## config.mk

```make
export PLATFORM = sky130hd
export DESIGN_NAME = bls_core
export DESIGN_NICKNAME = d
export VERILOG_FILES = /design/src/hw/bls_pkg.sv /design/src/hw/bls_core.sv
export SDC_FILE = /design/constraint.sdc
export NUM_CORES = 1
export LEC_CHECK = 0
export ABC_AREA = 1
export ABC_CLOCK_PERIOD_IN_PS = 5400
export BUFFER_PORTS_ARGS = -buffer_cell sky130_fd_sc_hd__buf_2
export CAP_MARGIN = 20
export CORE_MARGIN = 2
export CORE_UTILIZATION = 44
export CTS_CLUSTER_SIZE = 10
export DETAILED_ROUTE_END_ITERATION = 8
export HOLD_SLACK_MARGIN = 0.08
export PLACE_DENSITY_LB_ADDON = 0.12
export SYNTH_ARGS = -nofsm -noshare
export SYNTH_HDL_FRONTEND = slang
export SYNTH_SLANG_ARGS = --single-unit
export TNS_END_PERCENT = 50
```

## constraint.sdc

```tcl
create_clock -name sys_clk -period 5.4 [get_ports sys_clk]
set_input_delay 1.08 -clock sys_clk [delete_from_list [all_inputs] [get_ports sys_clk]]
set_output_delay 1.08 -clock sys_clk [all_outputs]
set_load 0.01 [all_outputs]
```

## src/hw/bls_pkg.sv

```systemverilog
package bls_pkg;

  // Instruction codes presented once per scan slot
  typedef enum logic [2:0] {
    BLS_OP_NONE,
    BLS_OP_SUB,
    BLS_OP_AND,
    BLS_OP_OR,
    BLS_OP_CLC,
    BLS_OP_STEP_DEF,
    BLS_OP_STEP_BEGIN,
    BLS_OP_SCAN_END
  } bls_op_type;

  // Area that a step control bit lives in
  typedef enum logic [1:0] {
    BLS_AREA_OUTPUT,
    BLS_AREA_WORK,
    BLS_AREA_LINK,
    BLS_AREA_RETAINED
  } bls_area_type;

  // One instruction request with its operands
  typedef struct packed {
    logic          valid;
    bls_op_type    op;
    logic          cond;
    logic [15:0]   word_a;
    logic [15:0]   word_b;
    logic          a_indirect;
    logic [15:0]   a_pointer;
    logic          b_indirect;
    logic [15:0]   b_pointer;
    logic          ctrl_none;
    logic [3:0]    ctrl_bit;
    bls_area_type  ctrl_area;
  } bls_req_type;

  // Flag word seen by the ladder program
  typedef struct packed {
    logic carry;
    logic error;
    logic zero;
    logic step_start;
  } bls_flags_type;

  localparam logic [15:0] BLS_CARRY_BIT_ADDR   = 16'h0312;
  localparam logic [15:0] BLS_STEPSTART_ADDR   = 16'h0411;
  localparam logic [15:0] BLS_AREA_LAST_WORD   = 16'h0099;
  localparam int          BLS_DIGITS           = 4;
  localparam logic [3:0]  BLS_DIGIT_MAX        = 4'h9;
  localparam logic [3:0]  BLS_DIGIT_TEN        = 4'ha;
  localparam logic [15:0] BLS_WORD_RESET       = 16'h0000;
  localparam logic [15:0] BLS_CTRL_RESET       = 16'h0000;
  localparam logic [3:0]  BLS_BIT_RESET        = 4'h0;

endpackage : bls_pkg

```

## src/hw/bls_core.sv

```systemverilog
`timescale 1ns/10ps

// Summary of operation
// - Subtract skipped when condition off, else computes
// - Subtract formed as 10000 plus minuend minus
// - Negative result sets carry, stores complement
// - Carry set when minuend below subtrahend plus carry
// - Error on non-BCD minuend or subtrahend digit
// - Error on nonexistent indirectly addressed word
// - Zero flag follows written result word
// - Word AND combines inputs when condition on
// - Word OR combines inputs when condition on
// - Step define marks step, needs no condition
// - Step begin with condition on activates step
// - Steps not begun earlier are skipped entirely
// - Step section ends at bare step define
// - Step completes on next begin or bit off
// - Completed step clears operand bits, reloads timers
// - Control bits survive power loss only if last begun step is retained-area
// - Step-start flag on one scan per step entry
// - Carry clear forces carry off when condition on
module bls_core
  import bls_pkg::*;
(
  input  wire logic          sys_clk,
  input  wire logic          rst_n,
  input  wire bls_req_type   req,
  input  wire logic          power_fail,
  output logic [15:0]        result_word_reg,
  output logic               result_write_reg,
  output bls_flags_type      flags,
  output logic               step_skip,
  output logic [15:0]        step_ctrl_word,
  output logic               step_clear_reg,
  output logic [3:0]         step_clear_bit_reg
);

  // All four digits decimal
  function automatic logic bcd_ok(input logic [15:0] w);
    logic ok;
    ok = 1'b1;
    for (int i = 0; i < BLS_DIGITS; i++) begin
      if (w[4*i +: 4] > BLS_DIGIT_MAX) ok = 1'b0;
    end
    return ok;
  endfunction : bcd_ok

  // Digit-serial borrow chain; final borrow means negative
  function automatic logic [16:0] bcd_sub(input logic [15:0] a,
                                          input logic [15:0] b,
                                          input logic        cin);
    logic [4:0]  d;
    logic        brw;
    logic [15:0] r;
    brw = cin;
    r   = BLS_WORD_RESET;
    for (int i = 0; i < BLS_DIGITS; i++) begin
      d = {1'b0, a[4*i +: 4]} - {1'b0, b[4*i +: 4]} - {4'h0, brw};
      brw = d[4];
      if (brw) d = d + {1'b0, BLS_DIGIT_TEN};
      r[4*i +: 4] = d[3:0];
    end
    return {brw, r};
  endfunction : bcd_sub

  // Indirect word exists only for a BCD pointer inside the area
  function automatic logic ptr_bad(input logic ind,
                                   input logic [15:0] p);
    return ind && (!bcd_ok(p) || (p > BLS_AREA_LAST_WORD));
  endfunction : ptr_bad

  // Decimal value of a BCD word, kept apart from the borrow chain
  function automatic int bcd_val(input logic [15:0] w);
    return 1000 * w[15:12] + 100 * w[11:8] + 10 * w[7:4] + w[3:0];
  endfunction : bcd_val

  logic          carry_reg;
  logic          error_reg;
  logic          zero_reg;
  logic          start_reg;
  logic          start_pending_reg;
  logic          pf_meta_reg;
  logic          pf_sync_reg;
  logic          section_reg;
  logic          exec_reg;
  logic [3:0]    cur_bit_reg;
  logic [15:0]   ctrl_reg;
  logic [15:0]   ran_reg;
  bls_area_type  area_reg;

  logic          run;
  logic          is_sub;
  logic          is_word;
  logic          ind_err;
  logic          bcd_err;
  logic          op_err;
  logic [16:0]   sub_out;
  logic [15:0]   word_out;
  logic          begin_on;
  logic          def_ctrl;
  logic          bit_on;

  // Operands and step decode
  assign run      = req.valid && exec_reg;
  assign is_sub   = run && req.cond && (req.op == BLS_OP_SUB);
  assign is_word  = run && req.cond &&
                    ((req.op == BLS_OP_AND) || (req.op == BLS_OP_OR));
  assign ind_err  = ptr_bad(req.a_indirect, req.a_pointer) ||
                    ptr_bad(req.b_indirect, req.b_pointer);
  assign bcd_err  = is_sub &&
                    !(bcd_ok(req.word_a) && bcd_ok(req.word_b));
  assign op_err   = ind_err || bcd_err;
  assign sub_out  = bcd_sub(req.word_a, req.word_b, carry_reg);
  assign word_out = (req.op == BLS_OP_AND) ?
                    (req.word_a & req.word_b) :
                    (req.word_a | req.word_b);
  assign begin_on = run && req.cond && (req.op == BLS_OP_STEP_BEGIN);
  assign def_ctrl = req.valid && (req.op == BLS_OP_STEP_DEF) &&
                    !req.ctrl_none;
  assign bit_on   = ctrl_reg[req.ctrl_bit];

  // Result word, written only by an executed, error-free op
  always_ff @(posedge sys_clk or negedge rst_n) begin
    if (!rst_n) begin
      result_word_reg  <= BLS_WORD_RESET;
      result_write_reg <= 1'b0;
    end else begin
      result_write_reg <= (is_sub || is_word) && !op_err;
      if (is_sub && !op_err) begin
        result_word_reg <= sub_out[15:0];
      end else if (is_word && !op_err) begin
        result_word_reg <= word_out;
      end
    end
  end

  // Carry: set by negative subtract, cleared by carry clear
  always_ff @(posedge sys_clk or negedge rst_n) begin
    if (!rst_n) begin
      carry_reg <= 1'b0;
    end else if (is_sub && !op_err) begin
      carry_reg <= sub_out[16];
    end else if (run && req.cond && (req.op == BLS_OP_CLC)) begin
      carry_reg <= 1'b0;
    end
  end

  // Error follows each executed data op; zero only each error-free one
  always_ff @(posedge sys_clk or negedge rst_n) begin
    if (!rst_n) begin
      error_reg <= 1'b0;
      zero_reg  <= 1'b0;
    end else if (is_sub || is_word) begin
      error_reg <= op_err;
      if (!op_err) begin
        zero_reg <= is_sub ? (sub_out[15:0] == BLS_WORD_RESET) :
                             (word_out == BLS_WORD_RESET);
      end
    end
  end

  // Supply-loss pin is asynchronous: two flops before use
  always_ff @(posedge sys_clk or negedge rst_n) begin
    if (!rst_n) begin
      pf_meta_reg <= 1'b0;
      pf_sync_reg <= 1'b0;
    end else begin
      pf_meta_reg <= power_fail;
      pf_sync_reg <= pf_meta_reg;
    end
  end

  // Control bits; a lost supply wipes all unless the last begun step is retained-area
  always_ff @(posedge sys_clk or negedge rst_n) begin
    if (!rst_n) begin
      ctrl_reg <= BLS_CTRL_RESET;
      area_reg <= BLS_AREA_OUTPUT;
    end else if (pf_sync_reg) begin
      if (area_reg != BLS_AREA_RETAINED) begin
        ctrl_reg <= BLS_CTRL_RESET;
      end
    end else if (begin_on) begin
      area_reg <= req.ctrl_area;
      ctrl_reg[req.ctrl_bit] <= 1'b1;
      if (section_reg && cur_bit_reg != req.ctrl_bit) begin
        ctrl_reg[cur_bit_reg] <= 1'b0;
      end
    end
  end

  // Section tracking and gating of instructions
  always_ff @(posedge sys_clk or negedge rst_n) begin
    if (!rst_n) begin
      section_reg <= 1'b0;
      exec_reg    <= 1'b1;
      cur_bit_reg <= BLS_BIT_RESET;
    end else if (req.valid && req.op == BLS_OP_STEP_DEF) begin
      if (req.ctrl_none) begin
        section_reg <= 1'b0;
        exec_reg    <= 1'b1;
      end else begin
        section_reg <= 1'b1;
        cur_bit_reg <= req.ctrl_bit;
        exec_reg    <= bit_on;
      end
    end else if (begin_on) begin
      section_reg <= 1'b1;
    end
  end

  // Which steps ran; completion pulse for operand and timer reset
  always_ff @(posedge sys_clk or negedge rst_n) begin
    if (!rst_n) begin
      ran_reg            <= BLS_CTRL_RESET;
      step_clear_reg     <= 1'b0;
      step_clear_bit_reg <= BLS_BIT_RESET;
    end else begin
      step_clear_reg <= 1'b0;
      if (begin_on && section_reg && cur_bit_reg != req.ctrl_bit &&
          ran_reg[cur_bit_reg]) begin
        step_clear_reg            <= 1'b1;
        step_clear_bit_reg        <= cur_bit_reg;
        ran_reg[cur_bit_reg]      <= 1'b0;
      end else if (def_ctrl) begin
        ran_reg[req.ctrl_bit] <= bit_on;
        if (!bit_on && ran_reg[req.ctrl_bit]) begin
          step_clear_reg     <= 1'b1;
          step_clear_bit_reg <= req.ctrl_bit;
        end
      end
    end
  end

  // Start flag shows during the scan after a step is entered
  always_ff @(posedge sys_clk or negedge rst_n) begin
    if (!rst_n) begin
      start_pending_reg <= 1'b0;
      start_reg         <= 1'b0;
    end else if (req.valid && req.op == BLS_OP_SCAN_END) begin
      start_reg         <= start_pending_reg;
      start_pending_reg <= 1'b0;
    end else if (def_ctrl && bit_on && !ran_reg[req.ctrl_bit]) begin
      start_pending_reg <= 1'b1;
    end
  end

  // Flag outputs, all registered
  assign flags.carry      = carry_reg;
  assign flags.error      = error_reg;
  assign flags.zero       = zero_reg;
  assign flags.step_start = start_reg;
  assign step_skip        = !exec_reg;
  assign step_ctrl_word   = ctrl_reg;
endmodule : bls_core

```

==> impl.org, run 1 <==
** Yosys
- Proportion of synthesized area in mux cells :: less than 1%
- The Yosys step of the flow raised 0 warnings.
- Largest area contributor in the netlist :: sky130_fd_sc_hd__dfrtp_1
- Mapped Nets :: between 900 and 1k
- Synthesis produced a netlist whose cell count is between 800 and 900.
- Share of the yosys chip area belonging to registers :: between 20 and 30%
- Simple logic cell fraction of the synthesized area :: around 30%
- Proportion of synthesized flip-flops having asynchronous set or reset :: between 90% and 100%
- Cell area after technology mapping :: a little under 6000 um^2
- Synth top area share :: 29.3%
- After synthesis, the largest family of logic cells by area is simple AND/OR/NAND/NOR gates.
- After Yosys synthesis, full adders, half adders and majority gates account for between 10% and 20% of the synthesized area.
- Post-synth top flop :: sky130_fd_sc_hd__dfrtp_1
- The synthesized design contains 0 enable-type register cells.
- After synthesis, the netlist uses 41 different library cells.
- Top area cells in the synthesized netlist :: sky130_fd_sc_hd__dfrtp_1, sky130_fd_sc_hd__nand2_1, sky130_fd_sc_hd__ha_1
- Synth Register Bits :: just under 70
- Post-Syn Area per Cell :: between 6 and 7 um^2
- Synthesized-area fraction occupied by ao, oa, aoi and oai cells :: between 15 and 20%
- Summing the areas of all xor and xnor instances in the mapped netlist gives under 10% of the synthesized area.

** Drt
- For this run, the detailed router's first-pass iteration total came to 5.
- The routed design has between 15000 and 20000 um of wire.
- After detailed routing, the number of remaining DRC violations is 0.
- In the final routed layout, each cell accounts on average for approximately 15 um.
- Dividing the detail-routed via count by the number of cells gives ~5.2.
- Detailed routing inserted a total of 6210 vias.
- After the first detailed-routing iteration, the DRC count stood at between 500 and 600.
- Once detail routing completed, the nets flagged for antenna violations numbered 0.

** Outcome
- The run finished, with violations left.
- Violations in the final reports :: setup timing

** Final layout
- Final Instance Count excl. Fillers :: between 1k and 1.5k
- Top library cells by usage in the layout, fill and taps aside :: sky130_fd_sc_hd__nand2_1, sky130_fd_sc_hd__buf_2, sky130_fd_sc_hd__inv_1, sky130_fd_sc_hd__buf_4, sky130_fd_sc_hd__o21ai_0
- Most common library cell in the layout ignoring fill and taps :: sky130_fd_sc_hd__nand2_1
- The post-route netlist has approximately 31% of its cells at a drive strength greater than 1.
- Compared with the post-synthesis result, the final layout area differs by 32.6%.
- Final core occ :: between 50% and 60%
- The finished cells cover between 7000 and 8000 um^2.
- 0 antenna diodes ended up in the layout.
- Count of nets after finishing :: roughly 1.2k

** Die
- Effective utilization at floorplan :: about 44%
- In this run the core area contains 42 standard-cell rows.
- The core region is approximately 13000 um^2.
- Die Footprint :: approximately 14000 um^2
- From left edge to right edge, the die measures 119 um.
- Io pins :: 124
- Overall die height :: 119 um

** STA
- Final critical delay including setup and external delays :: roughly 6.2 ns
- Hold WS :: 0.358 ns
- Relative slew margins :: between 20% and 30%
- In the final timing run, aggregate negative setup slack is -4.34 ns.
- Setup repair after global routing missed its margin :: true
- At the pin with the least slew margin, the transition time is about 1.1 ns.
- The worst path uses 115% of the clock period.
- Worst clock skew :: between 0.006 and 0.007 ns
- The number of max-slew violations in the final report is 0.
- Number of setup violations in the final report :: 8
- Top achievable clock speed :: about 0.16 GHz
- Final hold violation count :: 0
- Worst Slack Setup Final :: -0.815 ns

** Worst setup path
- Launching point of the worst reg2reg path :: carry_reg
- The setup path with the least slack is of type in2reg.
- Delay of the slowest cell on the worst path :: around 0.30 ns
- Worst Path Arrival :: roughly 6.5 ns
- First element of the critical path :: req[60]
- Of all nets on the critical path, the largest fanout is 3.
- The largest individual stage delay along the critical path comes from the cell sky130_fd_sc_hd__ha_4.
- The worst setup path is captured at a flop.
- Cell with the most instances on the worst path :: sky130_fd_sc_hd__buf_4
- STA classifies the critical path startpoint as a primary input.
- Worst EP required :: 5.67 ns

** Power and ir drop
- Across the VDD grid, the largest voltage drop is ~0.12 mV.
- Pwr Density :: about 290 nW/um^2
- Summed over all cells, the static leakage comes to about 4.0 nW.
- Pwr Total :: 2.24 mW

** GRT
- Global routing consumed, on the met2 layer, 46.5% of the routing resources.
- Congestion Overflow GR :: 0
- Global routing used ~26% of the available tracks across all layers.
- The number of global-route vias before repair is 5924.
- For this run, global-route usage on met3 was measured as 2.78%.
- Routing layer with the top usage in global route :: met2
- The initial antenna violation count is 0.
- Global routing consumed, on the met1 layer, around 30% of the routing resources.
- Entering global routing, the biggest net connects 40 pins.
- First-pass GRT wire length :: around 29000 um

** Place
- Once placement finished, the instance area stood at between 6000 and 7000 um^2.
- Weighted congestion at the end of routability-driven global placement :: 0.921
- OpenSTA, run right after detailed placement, puts the worst setup slack at -1.11 ns.
- Buffers placed on the I/O ports in this run total roughly 120.
- Placed cell count :: between 1k and 1.5k
- After legalization and detailed placement, the total HPWL measured 12800 um.

** Hold path
- In this run the most critical hold path is launched from pf_meta_reg.
- The worst hold path belongs to the class reg2reg.

** Clock network
- Counting the buffers created by CTS gives 9.
- Reg clk slew, reported paths :: around 0.060 ns
- Clock tree from TritonCTS :: built
- CTS Root Cell :: sky130_fd_sc_hd__clkbuf_16
- Maximum clock insertion buffer count :: 2
- H-tree depth reported by CTS :: 3
- For the worst-skew pair, the clock arrives at the later sink with an insertion delay of approximately 0.34 ns.
- Clock Sink Count :: 69

** Job
- Max-cap violations in this run came to 0.
==> report_power, final <==
group          switching (mW)  internal [mW]  total, mW
registers              0.0686          0.600      0.668
logic                   0.489          0.360      0.849
clock network           0.225          0.496      0.720
==> repair_timing <==
item,4_1_cts,5_1_grt
endpoints found under the hold margin,0,0
endpoints found under the setup margin,6,8
pin swaps,15,19
gates resized for setup,12,50
setup buffers,41,7
hold buffers,0,0
gates cloned,0,0
==> cell families (layout without fill, tap and decap cells) <==
family          after synthesis  after routing
fa+ha+maj                    52             52
xor+xnor                     12             12
compound gates              158            158
buf+inv                     145            328
mux                           2              2
flops                        69             69
simple gates                401            401
==> cell usage after synthesis (all sizes together) (2+ instances only) <==
| cell type | instances |
|---|---|
| xor2 | 5 |
| nor2 | 77 |
| nor3 | 14 |
| ha | 45 |
| dfrtp | 68 |
| o22ai | 5 |
| or2 | 3 |
| nand3 | 60 |
| nand3b | 3 |
| a22oi | 15 |
| a21oi | 50 |
| nand2 | 233 |
| clkbuf | 2 |
| buf | 29 |
| o21ai | 81 |
| mux2 | 2 |
| nand4 | 10 |
| fa | 7 |
| a31oi | 7 |
| xnor2 | 7 |
| inv | 114 |
==> path summary, 6_finish.rpt <==
path | depth (start not counted) | endpoint | slack (ns)
max reg2reg | 44 | zero_reg | -0.36
max | 45 | zero_reg | -0.82
min in group asynchronous | 1 | step_clear_reg | 0.79
min reg2reg | 0 | pf_sync_reg | 0.36
min | 0 | pf_sync_reg | 0.36
max in group asynchronous | 2 | exec_reg | 3.66
==> metal layers <==
metal / vias up / part of all wire, %
met5: - / 0
met4: 0 / 4.4
met3: 66 / 4.1
met2: 221 / 51
met1: 2869 / 41
li1: 3054 / -
==> worst max-delay path: cells and delay by family <==
family / cells / cell delay (ns)
buf+inv: 34 / 4.13
compound gates: 1 / 0.12
fa+ha+maj: 2 / 0.50
simple gates: 8 / 0.62
==> cell type report <==
| class | count | area (um^2) |
|---|---|---|
| Fill cell | 1228 | 5370 |
| Multi-Input combinational cell | 625 | 3750 |
| Sequential cell | 69 | 1730 |
| Timing Repair Buffer | 198 | 1220 |
| Inverter | 114 | 428 |
| Clock buffer | 9 | 225 |
| Tap cell | 176 | 220 |
| Clock inverter | 7 | 138 |
(Power assumes the default switching activity.)
==> inputs of run 2 (changes only) <==
--- a/config.mk
+++ b/config.mk
@@ -5,7 +5,6 @@
 export SDC_FILE = /design/constraint.sdc
 export NUM_CORES = 1
 export LEC_CHECK = 0
-export ABC_AREA = 1
 export ABC_CLOCK_PERIOD_IN_PS = 5400
 export BUFFER_PORTS_ARGS = -buffer_cell sky130_fd_sc_hd__buf_2
 export CAP_MARGIN = 20
==> impl.org, run 2 <==
** STA
- The pin slew with the least headroom to its limit was 1.00 ns (-0.0703 ns).
- Share of the cycle needed by the critical path after routing :: 126% (+11 points)
- The setup violation total in the final timing report was 8 (unchanged).
- Setup repair after global routing could not meet its margin everywhere.
- Relative slew margins :: 33.0% (+4.9 points)
- The shortest clock period the worst path allows after layout came to 6.82 ns (+0.603 ns).
- The minimum setup slack in the final design is -1.42 ns (-0.603 ns).
- The clock skew after layout came to 0.00652 ns (+0.000357 ns).
- The number of max-slew violations in the final report is 0 (unchanged).
- Hold WS :: 0.362 ns (+0.00435 ns)
- The count of final hold-check violations is 0 (unchanged).
- Top achievable clock speed :: 0.147 GHz (-8.8%)

** Yosys
- The count of synthesis-stage warnings from yosys came to 0 (unchanged).
- The number of enable flip-flop cells after synthesis was 0 (unchanged).
- Sorting the synthesized cells by area gives the leading types as sky130_fd_sc_hd__dfrtp_1, sky130_fd_sc_hd__ha_1, sky130_fd_sc_hd__mux2i_1.
- Counting instances in the post-synthesis netlist gives the leading cell types as sky130_fd_sc_hd__dfrtp_1, sky130_fd_sc_hd__nor2_1, sky130_fd_sc_hd__ha_1.
- Post-synth top flop :: sky130_fd_sc_hd__dfrtp_1
- Synth top area share :: 28.9% (-0.34 points)
- The synthesized cell area was 5880 um^2 (+1.2%).
- The largest total area in the synthesized netlist belongs to sky130_fd_sc_hd__dfrtp_1.
- The number of instances in the synthesized netlist came to 653 (-22%).
- Proportion of synthesized flip-flops having asynchronous set or reset :: 100% (unchanged)
- The count of unique library cells instantiated by Yosys was 70 (+71%).
- The number of flip-flops and latches in the synthesized netlist was 69 (unchanged).
- Share of the yosys chip area belonging to registers :: 29.4% (-0.34 points)
- Post-Syn Area per Cell :: 9.01 um^2 (+30%)
- The total nets after synthesis came to 786 (-19%).

** Die
- Num rows :: 42 (unchanged)
- The height of the die came to 120 um (+0.56%).
- Effective utilization at floorplan :: 44.8% (+0.34 points)
- The placeable core region was 13100 um^2 (+0.40%).
- The top-level I/O count is 124 (unchanged).
- Die Wd :: 120 um (+0.56%)
- Die Footprint :: 14300 um^2 (+1.1%)

** Worst setup path
- The worst setup path is captured at a flop.
- The length in cells of the worst reg-to-reg path came to 29 (-34%).
- The combined buffer and inverter count along the critical path was 7 (-79%).
- The required time reported for the critical path endpoint was 5.61 ns (-0.06 ns).
- CP startpoint kind :: primary input
- The critical path is of the in2reg type.
- The largest individual stage delay along the critical path comes from the cell sky130_fd_sc_hd__fa_2.
- Broken down by cell family, the worst path's largest delay share belongs to adder cells.
- Worst Path Arrival :: 7.03 ns (+0.55 ns)
- Delay of the slowest cell on the worst path :: 0.47 ns (+0.17 ns)
- The number of stages on the worst setup path came to 29 (-36%).
- In this design, the critical path's most frequently occurring cell is sky130_fd_sc_hd__fa_2.
- Maximum net fanout on the critical path :: 2 (-1)

** Final layout
- Top library cells by usage in the layout, fill and taps aside :: sky130_fd_sc_hd__buf_2, sky130_fd_sc_hd__dfrtp_1, sky130_fd_sc_hd__nor2_1, sky130_fd_sc_hd__buf_4
- The library cell used most frequently in the layout, excluding fill and tap cells, is sky130_fd_sc_hd__buf_2.
- Number of diodes added for antenna fixing :: 0 (unchanged)
- Filler cells :: 1212 (-1.3%)
- The number of nets in the finished design was 935 (-19%).
- Relative to the synthesized area, the layout overhead comes to 26.2%.
- Final core occ :: 56.5% (-2.4 points)
- Share of cells above drive strength 1 :: 31.8% (+0.73 points)
- The post-route standard cell area excluding fillers was 7430 um^2 (-3.7%).

** Power and ir drop
- The power per cell area came to 274 nW/um^2 (-5.6%).
- The standby leakage power was 3.58 nW (-10%).
- The worst ir drop on vdd is 0.154 mV (+25%).
- The total chip power was 2.03 mW (-9.1%).

** GRT
- Congestion Overflow GR :: 0 (unchanged)
- Overall track demand over capacity in global routing :: 24.2% (-1.3 points)
- Antenna violations before repair :: 0 (unchanged)
- The number of global-route vias before repair is 5406 (-8.7%).
- Pin count of the biggest net entering global routing :: 42 (+5.0%)
- First-pass GRT wire length :: 27500 um (-5.0%)

** Place
- The pre-CTS worst setup slack is -2.02 ns (-0.910 ns).
- The post-place instance area was 6900 um^2 (+2.7%).
- The total of buffers placed on input and output ports is 119 (unchanged).
- The placer congestion estimate came to 0.865 (-6.0%).
- The sum of net half-perimeters after detailed placement was 13200 um (+3.1%).

** Clock network
- Reg clk slew, reported paths :: 0.05 ns (about the same)
- The maximum count of clock buffers along a single path is 2 (unchanged).
- Clock tree from TritonCTS :: built
- The count of H-tree levels built during CTS came to 3 (unchanged).
- The total clock buffers created by CTS is 9 (unchanged).
- The clock net sink count came to 69 (unchanged).
- The tree is rooted in a sky130_fd_sc_hd__clkbuf_16.
- Insertion delay to the later sink of the worst-skew pair :: 0.34 ns (about the same)

** Drt
- Via-per-instance ratio :: 5.55 (+7.1%)
- The number of DRC violations after detailed routing came to 0 (unchanged).
- The average wire per standard cell was 17.4 um (+16%).
- The final routed wirelength across all metal layers was 17100 um (-5.2%).
- Iteration count of the initial detailed-routing pass :: 5 (unchanged)
- Initial DRC count :: 412 (-26%)
- Number of nets with antenna violations after routing :: 0 (unchanged)
- The via total after detailed routing is 5457 (-12%).

** Hold path
- Instance count along the most critical hold path :: 0 (unchanged)
- The worst hold path belongs to the class reg2reg.

** Outcome
- Run status :: finished with violations
- Violations in the final reports :: setup timing

** Job
- The max-capacitance violation count was 0 (unchanged).
## run 2: path summary, 6_finish.rpt
kind,slack (ns),to,startpoint
setup / recovery,-1.42,result_word_reg[14],req[57]
hold / removal,0.36,pf_sync_reg,pf_meta_reg
setup reg to reg,-1.06,result_word_reg[14],carry_reg
hold reg to reg,0.36,pf_sync_reg,pf_meta_reg
max in group asynchronous,3.63,exec_reg,rst_n
min in group asynchronous,0.78,step_ctrl_word[12],rst_n
## run 2: kinds of logic (layout without fill, tap and decap cells)
kind of cell / count (synthesis) / count (layout) / share of synthesized area [%]
mux: 60 / 60 / 13.4
buf+inv: 82 / 236 / 6.27
flops: 69 / 69 / 29.4
xor+xnor: 25 / 25 / 3.96
fa+ha+maj: 58 / 58 / 13.0
compound gates: 154 / 154 / 16.7
simple gates: 205 / 205 / 17.4
## run 2: per-layer routing
metal  GRT usage (%)  wire length, um  up-vias
li1                -                -     2636
met1            30.9             7550     2639
met2            41.9             8600      154
met3            3.85              602       28
met4            8.01              390        0
met5               0                0        -
## run 2: worst reg2reg max path, delay by kind of cell, from the launching register on
kind | cells | cell delay (ns)
compound gates | 8 | 1.49
xor+xnor | 1 | 0.15
fa+ha+maj | 9 | 2.97
buf+inv | 7 | 0.71
flops | 1 | 0.37
mux | 1 | 0.14
simple gates | 3 | 0.49
## run 2: what timing repair did
action,4_1_cts,5_1_grt
endpoints found under the setup margin,8,8
pin swaps,23,25
hold buffers,0,0
hold endpoints to repair,0,0
buffers inserted,9,3
gates cloned,0,0
gates resized for setup,17,13
## run 2: stage by stage
| stage | instances | setup TNS (ns) |
|---|---|---|
| 6_report | 983 | -6.83 |
| 5_1_grt | 983 | -8.53 |
| 4_1_cts | 981 | -7.17 |
| 3_5_place_dp | 956 | -10.62 |
| 3_3_place_gp | 956 | -9.51 |
| 2_1_floorplan | 653 | -8.33 |
## run 2: layout make-up
type / count / area [um^2] / area share (%)
clock buffer: 13 / 270 / 3.64
tap: 176 / 220 / 2.96
inverter: 44 / 169 / 2.27
sequential: 69 / 1730 / 23.3
multi-input combinational: 502 / 3940 / 53.1
timing repair buffer: 176 / 1050 / 14.2
clock inverter: 3 / 42.5 / 0.573
## run 2: power by group
group / internal (mW) / switching [mW] / total [mW] / leakage [nW]
registers: 0.586 / 0.0792 / 0.665 / 0.916
logic: 0.355 / 0.400 / 0.756 / 2.52
clock network: 0.394 / 0.219 / 0.613 / 0.152
==> inputs of run 3 (changes only) <==
==> constraint.sdc (replaced) <==
create_clock -name sys_clk -period 5.4 [get_ports sys_clk]
set_input_delay 0.54 -clock sys_clk [delete_from_list [all_inputs] [get_ports sys_clk]]
set_output_delay 0.54 -clock sys_clk [all_outputs]
set_load 0.01 [all_outputs]
==> impl.org, run 3 (synthesis gave the netlist of run 2 again) <==
** Outcome
- Run status :: finished with violations
- Violations in the final reports :: setup timing

** Worst setup path
- Cell with the biggest individual delay on the critical path :: sky130_fd_sc_hd__fa_2
- The largest fanout of any net on the critical path was 3 (+1).
- CP Depth :: 28 (-3.4%)
- The most numerous cell type found on the critical path is sky130_fd_sc_hd__fa_2.
- STA classifies the critical path endpoint as a flop.
- The required time reported for the critical path endpoint was 5.61 ns (about the same).
- The combined buffer and inverter count along the critical path came to 6 (-1).
- Crit Path Class :: reg2reg
- Family with the most delay on the worst path :: adder cells
- Worst Path Arrival :: 6.53 ns (-0.50 ns)
- CP startpoint kind :: flop
- The length in cells of the worst reg-to-reg path is 28 (-3.4%).
- Delay of the slowest cell on the worst path :: 0.45 ns (-0.02 ns)

** Final layout
- The final cell count without fillers is 971 (-1.2%).
- Most common library cell in the layout ignoring fill and taps :: sky130_fd_sc_hd__buf_2
- The antenna cell count came to 0 (unchanged).
- Filler cells :: 1244 (+2.6%)
- Syn-to-layout area delta :: 25.1%
- The post-route standard cell area excluding fillers is 7360 um^2 (-0.91%).
- The share of cells above drive strength 1 was 31.2% (-0.65 points).
- The top cell types in the final layout, fill and taps aside, are sky130_fd_sc_hd__buf_2, sky130_fd_sc_hd__dfrtp_1, sky130_fd_sc_hd__nor2_1, sky130_fd_sc_hd__buf_4.
- The number of nets in the finished design came to 923 (-1.3%).

** Power and ir drop
- Standby leakage power :: 3.56 nW (-0.78%)
- Comb power frac :: 34.8% (-2.3 points)
- The portion of total power attributed to sequential cells came to 31.0% (-1.7 points).
- The power per cell area is 291 nW/um^2 (+6.2%).
- The proportion of total power due to net switching is 32.5% (-1.8 points).
- The internal power summed over all cells came to 1.44 mW (+8.1%).
- Worst vdd rail ir drop :: 0.188 mV (+22%)
- The switching power of the nets is 0.696 mW (-0.26%).
- Clock power share :: 34.2% (+4.0 points)

** STA
- Final count of pins violating max slew :: 0 (unchanged)
- Setup repair after global routing could not meet its margin everywhere.
- Final critical delay including setup and external delays :: 6.32 ns (-0.498 ns)
- The pin slew with the least headroom to its limit came to 0.990 ns (-0.0149 ns).
- Top achievable clock speed :: 0.158 GHz (+7.9%)
- Number of setup violations in the final report :: 6 (-2)
- Share of the cycle needed by the critical path after routing :: 117% (-9.2 points)
- The count of final hold-check violations is 0 (unchanged).
- The worst max-slew margin expressed relative to the limit came to 34.0% (+0.99 points).
- Worst Slack Setup Final :: -0.920 ns (+0.498 ns)
- The worst slack on hold paths is 0.316 ns (-0.0464 ns).
- Worst clock skew :: 0.00606 ns (-0.000459 ns)

** Die
- The die outline width was 120 um (unchanged).
- The full die area is 14300 um^2 (unchanged).
- Overall die height :: 120 um (unchanged)
- The initial core utilization was 44.8% (unchanged).
- The top-level I/O count was 124 (unchanged).
- The row count was 42 (unchanged).
- Core region area :: 13100 um^2 (unchanged)

** Place
- Placed cell count :: 942 (-1.5%)
- The placer congestion estimate is 0.875 (+1.2%).
- Cell Area, Placed :: 6790 um^2 (-1.5%)
- The pre-CTS worst setup slack came to -1.45 ns (+0.570 ns).
- Detail Placement HPWL :: 12900 um (-1.9%)
- Buffers added on ports :: 119 (unchanged)

** Clock network
- The register clock-pin slew on the reported worst setup and hold paths is 0.06 ns (about the same).
- Maximum clock insertion buffer count :: 2 (unchanged)
- H-tree depth reported by CTS :: 3 (unchanged)
- Total clock buffers created by CTS :: 9 (unchanged)
- The clock net sink count came to 69 (unchanged).
- Insertion delay to the later sink of the worst-skew pair :: 0.33 ns (about the same)
- CTS Root Cell :: sky130_fd_sc_hd__clkbuf_16
- Clock tree from TritonCTS :: built

** GRT
- The residual overflow from global routing was 0 (unchanged).
- The initial antenna violation count came to 0 (unchanged).
- The total global routing track utilization came to 24.0% (-0.20 points).
- The number of global-route vias before repair was 5400 (-0.11%).
- Pin count of the biggest net entering global routing :: 70 (+67%)
- The global-route wire length before repair was 27400 um (-0.70%).

** Drt
- The number of DRC violations after detailed routing was 0 (unchanged).
- The via total after detailed routing came to 5516 (+1.1%).
- Via-per-instance ratio :: 5.68 (+2.3%)
- The first-pass detailed-route iteration total is 7 (+2).
- The initial detailed-routing violation count is 401 (-2.7%).
- The final routed wirelength across all metal layers came to 17000 um (-1.1%).
- The residual antenna-violating net count after detailed routing was 0 (unchanged).
- The average wire per standard cell was 17.5 um (+0.15%).

** Hold path
- Instance count along the most critical hold path :: 1 (+1)
- Class of the tightest hold or removal check :: in2reg

** Job
- Number of violations of the max-capacitance limit :: 0 (unchanged)
[run 3: cell count changes in the layout (fill, tap and decap cells not counted), sizes merged]
| cell | delta |
|---|---|
| buf | -12 |
| bufinv | +3 |
| clkbuf | -3 |
| clkinv | +1 |
| clkinvlp | -1 |
[run 3: power by group through the flow]
| stage | sequential [mW] | combinational, mW | clock [mW] |
|---|---|---|---|
| global route | 0.674 | 0.819 | 0.767 |
| floorplan | 0.650 | 0.443 | 0 |
| detailed placement | 0.671 | 0.686 | 0 |
| global placement | 0.666 | 0.673 | 0 |
| finish | 0.663 | 0.745 | 0.732 |
| CTS | 0.663 | 0.727 | 0.742 |
[run 3: worst reg2reg max path: cells and delay by family (launching register included)]
kind / cells / cell delay [ns]
compound gates: 8 / 1.50
xor+xnor: 1 / 0.17
fa+ha+maj: 9 / 2.92
buf+inv: 6 / 0.56
flops: 1 / 0.37
mux: 1 / 0.14
simple gates: 3 / 0.56
[run 3: final timing paths]
check | from | end | slack [ns]
worst max-delay path | carry_reg | result_word_reg[14] | -0.92
worst min-delay path | power_fail | pf_meta_reg | 0.32
worst max register to register | carry_reg | result_word_reg[14] | -0.92
worst min register to register | pf_meta_reg | pf_sync_reg | 0.35
max in group asynchronous | rst_n | ran_reg[8] | 4.41
min in group asynchronous | rst_n | step_ctrl_word[7] | 0.42
[run 3: layout make-up]
| cell class | instances | area, um^2 | share of cell area [%] |
|---|---|---|---|
| clock inverters | 6 | 134 | 1.82 |
| repair buffers | 164 | 937 | 12.7 |
| multi-input cells | 502 | 3940 | 53.5 |
| flip-flops and latches | 69 | 1730 | 23.5 |
| inverters | 44 | 166 | 2.26 |
| well taps | 176 | 220 | 2.99 |
| clock buffers | 10 | 239 | 3.25 |
[run 3: layer usage]
metal | track usage (%) | wire length, um | vias to the layer above
met4 | 10.3 | 518 | 0
met3 | 3.37 | 745 | 32
li1 | - | - | 2623
met2 | 40.8 | 8400 | 195
met1 | 30.6 | 7290 | 2666
met5 | 0 | 0 | -
[run 3: per-stage QoR]
step / util (%) / total power, mW / TNS [ns]
CTS: 55.5 / 2.13 / -3.87
global route: 56.0 / 2.26 / -5.17
floorplan: - / 1.09 / -4.74
detailed placement: 51.7 / 1.36 / -6.68
finish: 56.0 / 2.14 / -3.67
global placement: 51.7 / 1.34 / -5.91
[run 3: what timing repair did]
action,CTS,global route
cloned,0,0
gates resized for setup,15,6
setup buffers,9,3
pin swaps,10,5
hold buffers,0,0
setup endpoints to repair,6,6
